$ cat src/cps_pkg.sv
// Constants and types shared by the clock prescaler and sleep controller ends
package cps_pkg;

	// ************************************************************
	// Register map and fields
	// ************************************************************
	localparam logic [1:0] CPS_ADDR_DIV   = 2'h0;
	localparam logic [1:0] CPS_ADDR_SLEEP = 2'h1;
	localparam logic [1:0] CPS_ADDR_STAT  = 2'h2;
	localparam int         CPS_UNLOCK_BIT = 7;
	localparam int         CPS_SE_BIT     = 5;
	localparam int         CPS_SM1_BIT    = 6;
	localparam int         CPS_SM0_BIT    = 4;
	localparam logic [3:0] CPS_SEL_RST_NOFUSE = 4'h0;
	localparam logic [3:0] CPS_SEL_RST_FUSE   = 4'h3;
	localparam logic [3:0] CPS_SEL_MAX        = 4'h8;
	localparam logic [7:0] CPS_UNLOCK_WORD    = 8'h80;
	localparam logic [2:0] CPS_UNLOCK_CYCLES  = 3'h4;
	localparam logic [2:0] CPS_WAKE_HALT      = 3'h4;
	localparam logic [7:0] CPS_STANDBY_WAKE   = 8'h06;
	localparam logic [7:0] CPS_RESET_TIMEOUT  = 8'h0E;

	// ************************************************************
	// Sleep modes and controller states
	// ************************************************************
	typedef enum logic [1:0] {
		CPS_MODE_IDLE = 2'h0,
		CPS_MODE_PDWN = 2'h1,
		CPS_MODE_STBY = 2'h2
	} cps_mode_e;

	typedef enum logic [3:0] {
		CPS_ST_RUN   = 4'h1,
		CPS_ST_SLEEP = 4'h2,
		CPS_ST_START = 4'h4,
		CPS_ST_HALT  = 4'h8
	} cps_state_e;

endpackage : cps_pkg

$ cat src/cps_if.sv
// Register and sleep link between the processor core and the clock controller
`timescale 1ns/1ps
interface cps_if;
	logic [1:0] addr;
	logic [7:0] wdata;
	logic       wr;
	logic       rd;
	logic [7:0] rdata;
	logic       sleep_instr;
	logic       wake_irq;
	logic       cpu_halted;

	modport ctrl (input addr, input wdata, input wr, input rd, output rdata,
		input sleep_instr, output wake_irq, output cpu_halted);
	modport core (output addr, output wdata, output wr, output rd, input rdata,
		output sleep_instr, input wake_irq, input cpu_halted);
endinterface : cps_if

$ cat src/cps_ctrl.sv
// Clock prescaler and sleep controller, the device end
//
// The plain strobed port and the placing of the registers were decided locally.
`timescale 1ns/1ps
module cps_ctrl
	import cps_pkg::*;
(
	// Clock and reset
	input  wire logic      sys_clk_i,
	input  wire logic      sys_rst_i,
	// Fuses and clock source
	input  wire logic      div8_fuse_i,
	input  wire logic      crystal_sel_i,
	input  wire logic [7:0] startup_cycles_i,
	// Wake sources
	input  wire logic      int_irq_i,
	input  wire logic      ext_irq_i,
	input  wire logic      async_wake_i,
	// Core link
	cps_if.ctrl            bus,
	// Clock enables
	output logic           cpu_clk_en_o,
	output logic           io_clk_en_o,
	output logic           osc_run_o
);
	import cps_pkg::*;

	// ************************************************************
	// Divider and unlock window
	// ************************************************************
	logic [3:0] sel_r, sel_nxt;
	logic       unlock_r, unlock_nxt;
	logic [2:0] win_r, win_nxt;
	logic [7:0] cnt_r, cnt_nxt;
	logic       tick;
	logic       fuse_pend_r;
	logic       ext_s1_r, ext_s2_r, asy_s1_r, asy_s2_r;
	logic [3:0] eff_sel;

	// Reserved settings fall back to the largest factor
	assign eff_sel = (sel_r > CPS_SEL_MAX) ? CPS_SEL_MAX : sel_r;
	// Count only restarts at zero, so a new setting waits out the old period first
	assign tick = (cnt_r == 8'h00);

	always_comb begin
		cnt_nxt    = tick ? (8'(1 << eff_sel) - 8'h01) : (cnt_r - 8'h01);
		if (eff_sel == CPS_SEL_MAX && tick)
			cnt_nxt = 8'hFF;
		sel_nxt    = sel_r;
		unlock_nxt = unlock_r;
		win_nxt    = win_r;
		if (unlock_r && tick) begin
			win_nxt = win_r - 3'h1;
			if (win_r == 3'h1)
				unlock_nxt = 1'b0;
		end
		if (bus.wr && bus.addr == CPS_ADDR_DIV) begin
			if (bus.wdata == CPS_UNLOCK_WORD) begin
				if (!unlock_r) begin
					unlock_nxt = 1'b1;
					win_nxt    = CPS_UNLOCK_CYCLES;
				end
			end else if (!bus.wdata[CPS_UNLOCK_BIT] && unlock_r) begin
				sel_nxt    = bus.wdata[3:0];
				unlock_nxt = 1'b0;
			end
		end
	end

	always_ff @(posedge sys_clk_i or posedge sys_rst_i) begin
		if (sys_rst_i) begin
			sel_r       <= CPS_SEL_RST_NOFUSE;
			unlock_r    <= 1'b0;
			win_r       <= 3'h0;
			cnt_r       <= 8'h00;
			fuse_pend_r <= 1'b1;
		end else begin
			sel_r       <= fuse_pend_r ? (div8_fuse_i ? CPS_SEL_RST_FUSE : CPS_SEL_RST_NOFUSE) : sel_nxt;
			unlock_r    <= fuse_pend_r ? 1'b0 : unlock_nxt;
			win_r       <= win_nxt;
			cnt_r       <= fuse_pend_r ? 8'h00 : cnt_nxt;
			fuse_pend_r <= 1'b0;
		end
	end

	// ************************************************************
	// Wake pin synchronisers
	// ************************************************************
	always_ff @(posedge sys_clk_i or posedge sys_rst_i) begin
		if (sys_rst_i) begin
			ext_s1_r <= 1'b0;
			ext_s2_r <= 1'b0;
			asy_s1_r <= 1'b0;
			asy_s2_r <= 1'b0;
		end else begin
			ext_s1_r <= ext_irq_i;
			ext_s2_r <= ext_s1_r;
			asy_s1_r <= async_wake_i;
			asy_s2_r <= asy_s1_r;
		end
	end

	// ************************************************************
	// Sleep controller
	// ************************************************************
	logic       se_r, se_nxt;
	logic [1:0] sm_r, sm_nxt;
	cps_state_e st_r, st_nxt;
	cps_mode_e  mode_r, mode_nxt;
	logic [7:0] dly_r, dly_nxt;
	logic       wake_r, wake_nxt;
	logic       wake_ev;
	cps_mode_e  req_mode;

	always_comb begin
		case (sm_r)
			2'b00:   req_mode = CPS_MODE_IDLE;
			2'b10:   req_mode = crystal_sel_i ? CPS_MODE_STBY : CPS_MODE_PDWN;
			default: req_mode = CPS_MODE_PDWN;
		endcase
	end

	// Power-down only listens to pins that need no clock
	assign wake_ev = (mode_r == CPS_MODE_IDLE) ? (int_irq_i | ext_s2_r | asy_s2_r) : (ext_s2_r | asy_s2_r);

	always_comb begin
		se_nxt   = se_r;
		sm_nxt   = sm_r;
		st_nxt   = st_r;
		mode_nxt = mode_r;
		dly_nxt  = dly_r;
		wake_nxt = 1'b0;
		if (bus.wr && bus.addr == CPS_ADDR_SLEEP) begin
			se_nxt = bus.wdata[CPS_SE_BIT];
			sm_nxt = {bus.wdata[CPS_SM1_BIT], bus.wdata[CPS_SM0_BIT]};
		end
		case (st_r)
			CPS_ST_RUN: begin
				if (bus.sleep_instr && se_r) begin
					st_nxt   = CPS_ST_SLEEP;
					mode_nxt = req_mode;
				end
			end
			CPS_ST_SLEEP: begin
				if (wake_ev) begin
					st_nxt = CPS_ST_START;
					case (mode_r)
						CPS_MODE_PDWN: dly_nxt = startup_cycles_i;
						CPS_MODE_STBY: dly_nxt = CPS_STANDBY_WAKE;
						default:       dly_nxt = 8'h00;
					endcase
				end
			end
			CPS_ST_START: begin
				if (dly_r == 8'h00) begin
					st_nxt  = CPS_ST_HALT;
					dly_nxt = {5'h00, CPS_WAKE_HALT};
				end else begin
					dly_nxt = dly_r - 8'h01;
				end
			end
			CPS_ST_HALT: begin
				if (dly_r == 8'h01) begin
					st_nxt   = CPS_ST_RUN;
					wake_nxt = 1'b1;
				end
				dly_nxt = dly_r - 8'h01;
			end
			default: st_nxt = CPS_ST_RUN;
		endcase
	end

	// Reset leaves sleep unconditionally; memory contents are outside this block
	always_ff @(posedge sys_clk_i or posedge sys_rst_i) begin
		if (sys_rst_i) begin
			se_r   <= 1'b0;
			sm_r   <= 2'h0;
			st_r   <= CPS_ST_RUN;
			mode_r <= CPS_MODE_IDLE;
			dly_r  <= 8'h00;
			wake_r <= 1'b0;
		end else begin
			se_r   <= se_nxt;
			sm_r   <= sm_nxt;
			st_r   <= st_nxt;
			mode_r <= mode_nxt;
			dly_r  <= dly_nxt;
			wake_r <= wake_nxt;
		end
	end

	// ************************************************************
	// Clock gating and read port
	// ************************************************************
	logic       cpu_en_r, io_en_r, osc_r;
	logic [7:0] rdata_r;

	always_ff @(posedge sys_clk_i or posedge sys_rst_i) begin
		if (sys_rst_i) begin
			cpu_en_r <= 1'b0;
			io_en_r  <= 1'b0;
			osc_r    <= 1'b1;
			rdata_r  <= 8'h00;
		end else begin
			cpu_en_r <= tick && (st_nxt == CPS_ST_RUN);
			io_en_r  <= tick && (st_nxt != CPS_ST_SLEEP || mode_nxt == CPS_MODE_IDLE);
			osc_r    <= !(st_nxt == CPS_ST_SLEEP && mode_nxt == CPS_MODE_PDWN);
			if (bus.rd) begin
				case (bus.addr)
					CPS_ADDR_DIV:   rdata_r <= {unlock_r, 3'h0, sel_r};
					CPS_ADDR_SLEEP: rdata_r <= {1'b0, sm_r[1], se_r, sm_r[0], 4'h0};
					CPS_ADDR_STAT:  rdata_r <= {st_r, 2'h0, mode_r};
					default:        rdata_r <= 8'h00;
				endcase
			end else begin
				rdata_r <= 8'h00;
			end
		end
	end

	assign bus.rdata      = rdata_r;
	assign bus.wake_irq   = wake_r;
	assign bus.cpu_halted = (st_r != CPS_ST_RUN);
	assign cpu_clk_en_o   = cpu_en_r;
	assign io_clk_en_o    = io_en_r;
	assign osc_run_o      = osc_r;

endmodule : cps_ctrl

$ cat src/flat_wrapper.sv
// flat-port wrapper written by rule: the top's interface ports become plain ports
module cps_ctrl_flat import cps_pkg::*;
  (sys_clk_i, sys_rst_i, div8_fuse_i, crystal_sel_i, startup_cycles_i, int_irq_i, ext_irq_i, async_wake_i, cpu_clk_en_o, io_clk_en_o, osc_run_o, bus_addr, bus_wdata, bus_wr, bus_rd, bus_rdata, bus_sleep_instr, bus_wake_irq, bus_cpu_halted);
  cps_if bus_i ();
  input  wire logic sys_clk_i;
  input  wire logic sys_rst_i;
  input  wire logic div8_fuse_i;
  input  wire logic crystal_sel_i;
  input  wire logic [7:0] startup_cycles_i;
  input  wire logic int_irq_i;
  input  wire logic ext_irq_i;
  input  wire logic async_wake_i;
  output logic cpu_clk_en_o;
  output logic io_clk_en_o;
  output logic osc_run_o;
  input wire logic [$bits(bus_i.addr)-1:0] bus_addr;
  input wire logic [$bits(bus_i.wdata)-1:0] bus_wdata;
  input wire logic [$bits(bus_i.wr)-1:0] bus_wr;
  input wire logic [$bits(bus_i.rd)-1:0] bus_rd;
  output wire logic [$bits(bus_i.rdata)-1:0] bus_rdata;
  input wire logic [$bits(bus_i.sleep_instr)-1:0] bus_sleep_instr;
  output wire logic [$bits(bus_i.wake_irq)-1:0] bus_wake_irq;
  output wire logic [$bits(bus_i.cpu_halted)-1:0] bus_cpu_halted;
  assign bus_i.addr = bus_addr;
  assign bus_i.wdata = bus_wdata;
  assign bus_i.wr = bus_wr;
  assign bus_i.rd = bus_rd;
  assign bus_rdata = bus_i.rdata;
  assign bus_i.sleep_instr = bus_sleep_instr;
  assign bus_wake_irq = bus_i.wake_irq;
  assign bus_cpu_halted = bus_i.cpu_halted;
  cps_ctrl u_core (.sys_clk_i(sys_clk_i), .sys_rst_i(sys_rst_i), .div8_fuse_i(div8_fuse_i), .crystal_sel_i(crystal_sel_i), .startup_cycles_i(startup_cycles_i), .int_irq_i(int_irq_i), .ext_irq_i(ext_irq_i), .async_wake_i(async_wake_i), .bus(bus_i), .cpu_clk_en_o(cpu_clk_en_o), .io_clk_en_o(io_clk_en_o), .osc_run_o(osc_run_o));
endmodule
$ cat config.mk
export PLATFORM = sky130hd
export DESIGN_NAME = cps_ctrl_flat
export DESIGN_NICKNAME = d
export VERILOG_FILES = /design/src/cps_pkg.sv /design/src/cps_if.sv /design/src/cps_ctrl.sv /design/src/flat_wrapper.sv
export SDC_FILE = /design/constraint.sdc
export NUM_CORES = 1
export LEC_CHECK = 0
export ABC_AREA = 1
export BUFFER_PORTS_ARGS = -buffer_cell sky130_fd_sc_hd__clkbuf_2
export CAP_MARGIN = 5
export CORE_MARGIN = 8
export CORE_UTILIZATION = 55
export DETAILED_ROUTE_END_ITERATION = 16
export PLACE_DENSITY = 0.87
export SLEW_MARGIN = 30
export SYNTH_ARGS = -nofsm -noshare
export SYNTH_HDL_FRONTEND = slang
export SYNTH_SLANG_ARGS = --single-unit
$ cat constraint.sdc
create_clock -name sys_clk_i -period 1.9 [get_ports sys_clk_i]
set_clock_uncertainty 0.1 [all_clocks]
set_input_delay 0.19 -clock sys_clk_i [delete_from_list [all_inputs] [get_ports sys_clk_i]]
set_output_delay 0.19 -clock sys_clk_i [all_outputs]
set_load 0.02 [all_outputs]
==> results of run 1 <==
registers in the layout (all words and copies together) (netlist names), 2 cells and up:
register / count
u_core.bus.rdata: 8
u_core.cnt_r: 8
u_core.dly_r: 8
u_core.mode_r: 2
u_core.sel_r: 4
u_core.sm_r: 2
u_core.st_r: 4
u_core.win_r: 3
power groups by stage:
stage / registers, mW / logic [mW] / clock network [mW]
finish: 1.50 / 1.78 / 0.647
global route: 1.52 / 2.01 / 0.692
detailed placement: 1.52 / 1.59 / 0
floorplan: 1.49 / 1.18 / 0
CTS: 1.50 / 1.60 / 0.651
global placement: 1.50 / 1.53 / 0
per-layer routing:
| layer | vias up | GRT usage, % | routed length [µm] |
|---|---|---|---|
| met5 | - | 0 | 0 |
| met4 | 0 | 5.63 | 163 |
| met3 | 19 | 4.73 | 367 |
| met2 | 82 | 28.4 | 3060 |
| met1 | 1147 | 22.8 | 2890 |
| li1 | 1232 | - | - |
stage by stage:
| stage | hold WS, ps | TNS [ps] | power [mW] | instance area [µm²] |
|---|---|---|---|---|
| 6_report | 8.47 | 0 | 3.93 | 3270 |
| 5_1_grt | 12.8 | -126 | 4.22 | 3270 |
| 2_1_floorplan | 121 | 0 | 2.68 | 2720 |
| 3_3_place_gp | 199 | 0 | 3.03 | 3050 |
| 4_1_cts | 6.59 | 0 | 3.75 | 3170 |
| 3_5_place_dp | 200 | 0 | 3.11 | 3050 |
timing repair:
item                                    4_1_cts  5_1_grt
hold buffers                                  3        0
endpoints found under the setup margin        0        8
gates resized for setup                       0       14
buffers inserted                              0        7
endpoints found under the hold margin        49        0
worst max-delay path, stage by stage (launching register included):
cell and delay (ps):
dfrtp_1 410, nor2_2 120, nand2_2 80, nor2_4 140
inv_2 50, nor2_1 100, nor2_1 70, ha_2 200
nand3_4 80, nor2_4 40, nand3_2 60, nand2_1 50
nor2_1 130, nor2_1 70
cells by family after synthesis:
group / count (synthesis) / share of synthesized area (%)
AND/OR/NAND/NOR: 163 / 28.1
buffers and inverters: 62 / 8.96
AO/OA/AOI/OAI: 56 / 11.3
flip-flops: 50 / 46.1
adder cells (fa/ha/maj): 9 / 4.13
XOR/XNOR: 4 / 1.29
other: 1 / 0.138
placed cells by master (no fill, tap or decap), types with 4 or more instances in the layout:
master and instances:
nand4_1 6, inv_1 48, clkbuf_8 6, nor2_4 5
buf_4 14, clkbuf_2 40, o21ai_0 17, nor3_1 6
a31oi_1 5, nand2_2 6, dfrtp_1 47, nand3_1 26
a22oi_1 4, nand2_1 71, ha_1 8, inv_2 10
nor2_1 25, nor2_2 9, a21oi_1 24
area by class of cell:
cell class                      count  area (µm²)
Multi-Input combinational cell    233        1270
Timing Repair Buffer               58         347
Clock inverter                      1        5.00
Clock buffer                        7        86.3
Tap cell                           67        83.8
Inverter                           59         224
Sequential cell                    50        1250
Fill cell                         377        1480
path summary, 6_finish.rpt:
check / endpoint / cells after the start
hold reg to reg: u_core.ext_s2_r / 0
setup reg to reg: u_core.cnt_r[6] / 13
setup / recovery: u_core.cnt_r[6] / 13
hold / removal: u_core.dly_r[0] / 3
min in group asynchronous: u_core.win_r[0] / 4
max in group asynchronous: u_core.cpu_clk_en_o / 4
==> impl_metrics.env, run 1 <==
export IMPL_slew_violations=0
export IMPL_clock_sinks=50
export IMPL_crit_start="u_core.cnt_r[0]"
export IMPL_irDropWorstVdd_mv=0.610
export IMPL_dp_cells=457
export IMPL_power_internal_mw=2.29
export IMPL_synth_seq_area_share_pct=46.1
export IMPL_via_per_inst=5.22
export IMPL_p_clk_share_pct=16.4
export IMPL_synthCells=345
export IMPL_swShare_pct=41.8
export IMPL_grt_setup_unrepaired="yes"
export IMPL_worst_setup_path_end_kind="flop"
export IMPL_die_y_um=86.4
export IMPL_dp_hpwl_um=4740
export IMPL_synth_cell_types=32
export IMPL_layout_nets=444
export IMPL_antenna_found_initial=0
export IMPL_drt_total_wl_um=6480
export IMPL_finalWorstSetupSlack_ps=65.6
export IMPL_fin_cells=475
export IMPL_seq_power_share_pct=38.2
export IMPL_syn_to_final_growth_pct=20.1
export IMPL_rows=25
export IMPL_ys_flop_type="dfrtp_1"
export IMPL_cts_tree="built"
export IMPL_syn_area_per_cell_um2=7.90
export IMPL_syn_area_um2=2720
export IMPL_first_pass_iters=4
export IMPL_die_area_um2=7460
export IMPL_dp_worst_setup_slack_ps=16.9
export IMPL_synth_nets=382
export IMPL_critPathKind="flop to flop"
export IMPL_port_buffer_count=40
export IMPL_finalCritPeriodShare_pct=96.5
export IMPL_leakage_nw=1.72
export IMPL_cts_max_level=2
export IMPL_synth_top_cell_area_share_pct=43.2
export IMPL_synth_largest_area_cell="dfrtp_1"
export IMPL_critPathLaunchType="flop"
export IMPL_num_vias=2480
export IMPL_cts_root_buffer="clkbuf_8"
export IMPL_clock_fmax_ghz=0.545
export IMPL_clk_insertion_delay_late_ps=310
export IMPL_fin_crit_ps=1830
export IMPL_synth_seq_cells=50
export IMPL_max_cap_viol_count=0
export IMPL_regToRegSetupSlack_ps=70
export IMPL_slew_headroom_pct=59.0
export IMPL_grt_max_degree=51
export IMPL_grt_pass1_wl_um=10700
export IMPL_powerDensity_nw_per_um2=1200
export IMPL_final_antenna_net_count=0
export IMPL_async_reset_ff_share_pct=100
export IMPL_die_width_um=86.4
export IMPL_status="completed"
export IMPL_drtIter0Drc=197
export IMPL_critical_path_max_fanout=3
export IMPL_hold_violations=0
export IMPL_grt_pass1_vias=2405
export IMPL_cts_buffers=5
export IMPL_yosysMostFrequentCell="nand2_1"
export IMPL_setup_viol=0
export IMPL_track_usage_pct=17.8
export IMPL_r2r_start="u_core.cnt_r[0]"
export IMPL_drive_gt1_share_pct=25.7
export IMPL_required_ps=1990
export IMPL_synth_area_leaders="dfrtp_1 (43%), nand2_1 (9.9%), inv_1 (6.9%)"
export IMPL_clkTransAtPathRegs_ps=100
export IMPL_synthTopCellsByCount="nand2_1 (72), inv_1 (50), dfrtp_1 (47)"
export IMPL_worst_slew_pin_slew_ps=615
export IMPL_gp_congestion=0.864
export IMPL_start_util_pct=57.3
export IMPL_grt_overflow=0
export IMPL_comb_power_share_pct=45.4
export IMPL_route_detailed_drc=0
export IMPL_final_core_util_pct=68.8
export IMPL_switching_power_mw=1.65
export IMPL_synth_edf_count=0
export IMPL_hp_start="startup_cycles_i[0]"
export IMPL_cts_buffer_depth=2
export IMPL_arrival_ps=1930
export IMPL_hold_class="primary input to flop"
export IMPL_pin_count=41
export IMPL_core_um2=4750
export IMPL_detail_route_wl_per_cell_um=13.6
export IMPL_yosys_warnings=0
export IMPL_diodes=0
No activity file was read; power rests on OpenSTA's default activity.
==> run 2: changes to the inputs <==
- CTS_CLUSTER_DIAMETER: not set -> 200
- PLACE_DENSITY: 0.87 -> not set
- PLACE_DENSITY_LB_ADDON: not set -> 0.1
- RECOVER_POWER: not set -> 50
==> run 2 against run 1 <==
  * Via count is 3.5% lower
  * Clock-buffer cell count is 1 lower
  * Clock power is 15% higher
  * Non-clock buffer count stayed put
  * Core utilization is 0.42 points higher
  * Final cell count stayed put
  * Combinational power hardly changed
  * Sequential power hardly changed
  * Cell area is 0.61% higher
  * Global-route usage is 0.52 points lower
  * Critical endpoint unchanged
==> impl_metrics.env, run 2 (synthesized netlist as in run 1, its figures left out) <==
export IMPL_hold_class="primary input to flop"
export IMPL_setup_viol=0
export IMPL_regToRegSetupSlack_ps=120
export IMPL_clock_fmax_ghz=0.561
export IMPL_clock_sinks=50
export IMPL_critPathLaunchType="flop"
export IMPL_detail_route_wl_per_cell_um=12.9
export IMPL_grt_max_degree=22
export IMPL_hold_violations=0
export IMPL_route_detailed_drc=0
export IMPL_layout_nets=444
export IMPL_r2r_start="u_core.sel_r[3]"
export IMPL_fin_cells=475
export IMPL_gp_congestion=0.904
export IMPL_cts_root_buffer="clkbuf_8"
export IMPL_syn_to_final_growth_pct=20.8
export IMPL_fin_crit_ps=1780
export IMPL_worst_setup_path_end_kind="flop"
export IMPL_antenna_found_initial=0
export IMPL_finalCritPeriodShare_pct=93.8
export IMPL_max_cap_viol_count=0
export IMPL_port_buffer_count=40
export IMPL_via_per_inst=5.04
export IMPL_whs_endpoint="u_core.dly_r[0]"
export IMPL_drive_gt1_share_pct=25.2
export IMPL_critPathKind="flop to flop"
export IMPL_die_width_um=86.4
export IMPL_slew_headroom_pct=50.6
export IMPL_diodes=0
export IMPL_track_usage_pct=17.3
export IMPL_arrival_ps=1910
export IMPL_status="completed"
export IMPL_required_ps=2030
export IMPL_cts_tree="built"
export IMPL_r2r_end="u_core.cnt_r[6]"
export IMPL_grt_overflow=0
export IMPL_dp_cells=457
export IMPL_final_antenna_net_count=0
export IMPL_drtIter0Drc=104
export IMPL_cts_max_level=2
export IMPL_worst_slew_pin_slew_ps=739
export IMPL_power_total_mw=3.98
export IMPL_final_cell_mix="nand2_1 (72), inv_1 (49), dfrtp_1 (47)"
export IMPL_leakage_nw=1.72
export IMPL_pin_count=41
export IMPL_dp_hpwl_um=4770
export IMPL_cts_buffer_depth=2
export IMPL_critical_path_max_fanout=5
export IMPL_first_pass_iters=4
export IMPL_core_um2=4750
export IMPL_clk_insertion_delay_late_ps=300
export IMPL_irDropWorstVdd_mv=0.682
export IMPL_die_y_um=86.4
export IMPL_hp_start="startup_cycles_i[0]"
export IMPL_final_common_cell="nand2_1"
export IMPL_num_vias=2393
export IMPL_grt_pass1_wl_um=10500
export IMPL_slew_violations=0
export IMPL_reg2reg_depth=12
export IMPL_powerDensity_nw_per_um2=1210
export IMPL_drt_total_wl_um=6140
export IMPL_start_util_pct=57.3
export IMPL_rows=25
export IMPL_cts_buffers=5
export IMPL_worstHoldPathCells=3
export IMPL_die_area_um2=7460
export IMPL_clkTransAtPathRegs_ps=90
export IMPL_grt_pass1_vias=2482
==> run 2: through the flow <==
stage	setup WS, ps	TNS (ps)	util (%)	hold slack [ps]	area (µm²)
after global routing	-30.7	-35.3	69.2	18.4	3290
after detailed placement	93.8	0	64.1	95.0	3050
final	118	0	69.2	26.8	3290
after floorplan	175	0	-	121	2720
after CTS	72.4	0	67.0	23.6	3190
after global placement	144	0	64.1	89.5	3050
==> run 2: power breakdown <==
part / internal, mW / total, mW / switching (mW)
Sequential: 1.30 / 1.50 / 0.195
Combinational: 0.688 / 1.75 / 1.06
Clock: 0.393 / 0.741 / 0.348
Total: 2.38 / 3.98 / 1.60
==> run 2: layer usage <==
layer | global-route usage [%] | vias up | part of all wire (%)
met5 | 0 | - | 0
met4 | 4.54 | 0 | 0.73
met3 | 3.78 | 4 | 4.1
met2 | 29.1 | 53 | 48
met1 | 21.7 | 1106 | 47
li1 | - | 1230 | -
==> run 2: worst max path at each step <==
stage / from / to / slack, ps / cells after the start
2_1_floorplan: u_core.cnt_r[7] / u_core.cnt_r[6] / 180 / 13
3_3_place_gp: u_core.sel_r[3] / u_core.cnt_r[6] / 140 / 11
3_5_place_dp: u_core.sel_r[3] / u_core.cnt_r[6] / 90 / 11
4_1_cts: u_core.sel_r[3] / u_core.cnt_r[6] / 70 / 11
5_1_grt: u_core.sel_r[3] / u_core.cnt_r[6] / -30 / 12
6_report: u_core.sel_r[3] / u_core.cnt_r[6] / 120 / 12
==> run 2: cell type report <==
class / instances / area, µm²
Sequential cell: 50 / 1250
Inverter: 59 / 224
Clock inverter: 2 / 37.5
Clock buffer: 6 / 72.6
Tap cell: 67 / 83.8
Timing Repair Buffer: 58 / 355
Multi-Input combinational cell: 233 / 1260
Fill cell: 398 / 1460
==> run 2: repair_timing <==
| item | 4_1_cts | 5_1_grt |
|---|---|---|
| hold buffers | 3 | 0 |
| gates resized for setup | 0 | 11 |
| hold endpoints to repair | 20 | 0 |
| endpoints found under the setup margin | 0 | 3 |
| buffers inserted | 0 | 7 |
==> run 2: critical path, stage by stage, from the launching register on <==
cell and delay, ps:
dfrtp_1 410, inv_4 70, buf_12 130, nand3_1 60, nor2_1 60, a21oi_2 160, ha_2 220, nand3_4 80
nor2_4 130, nand3_2 60, nand2_1 70, nor2_1 50, nor2_1 110
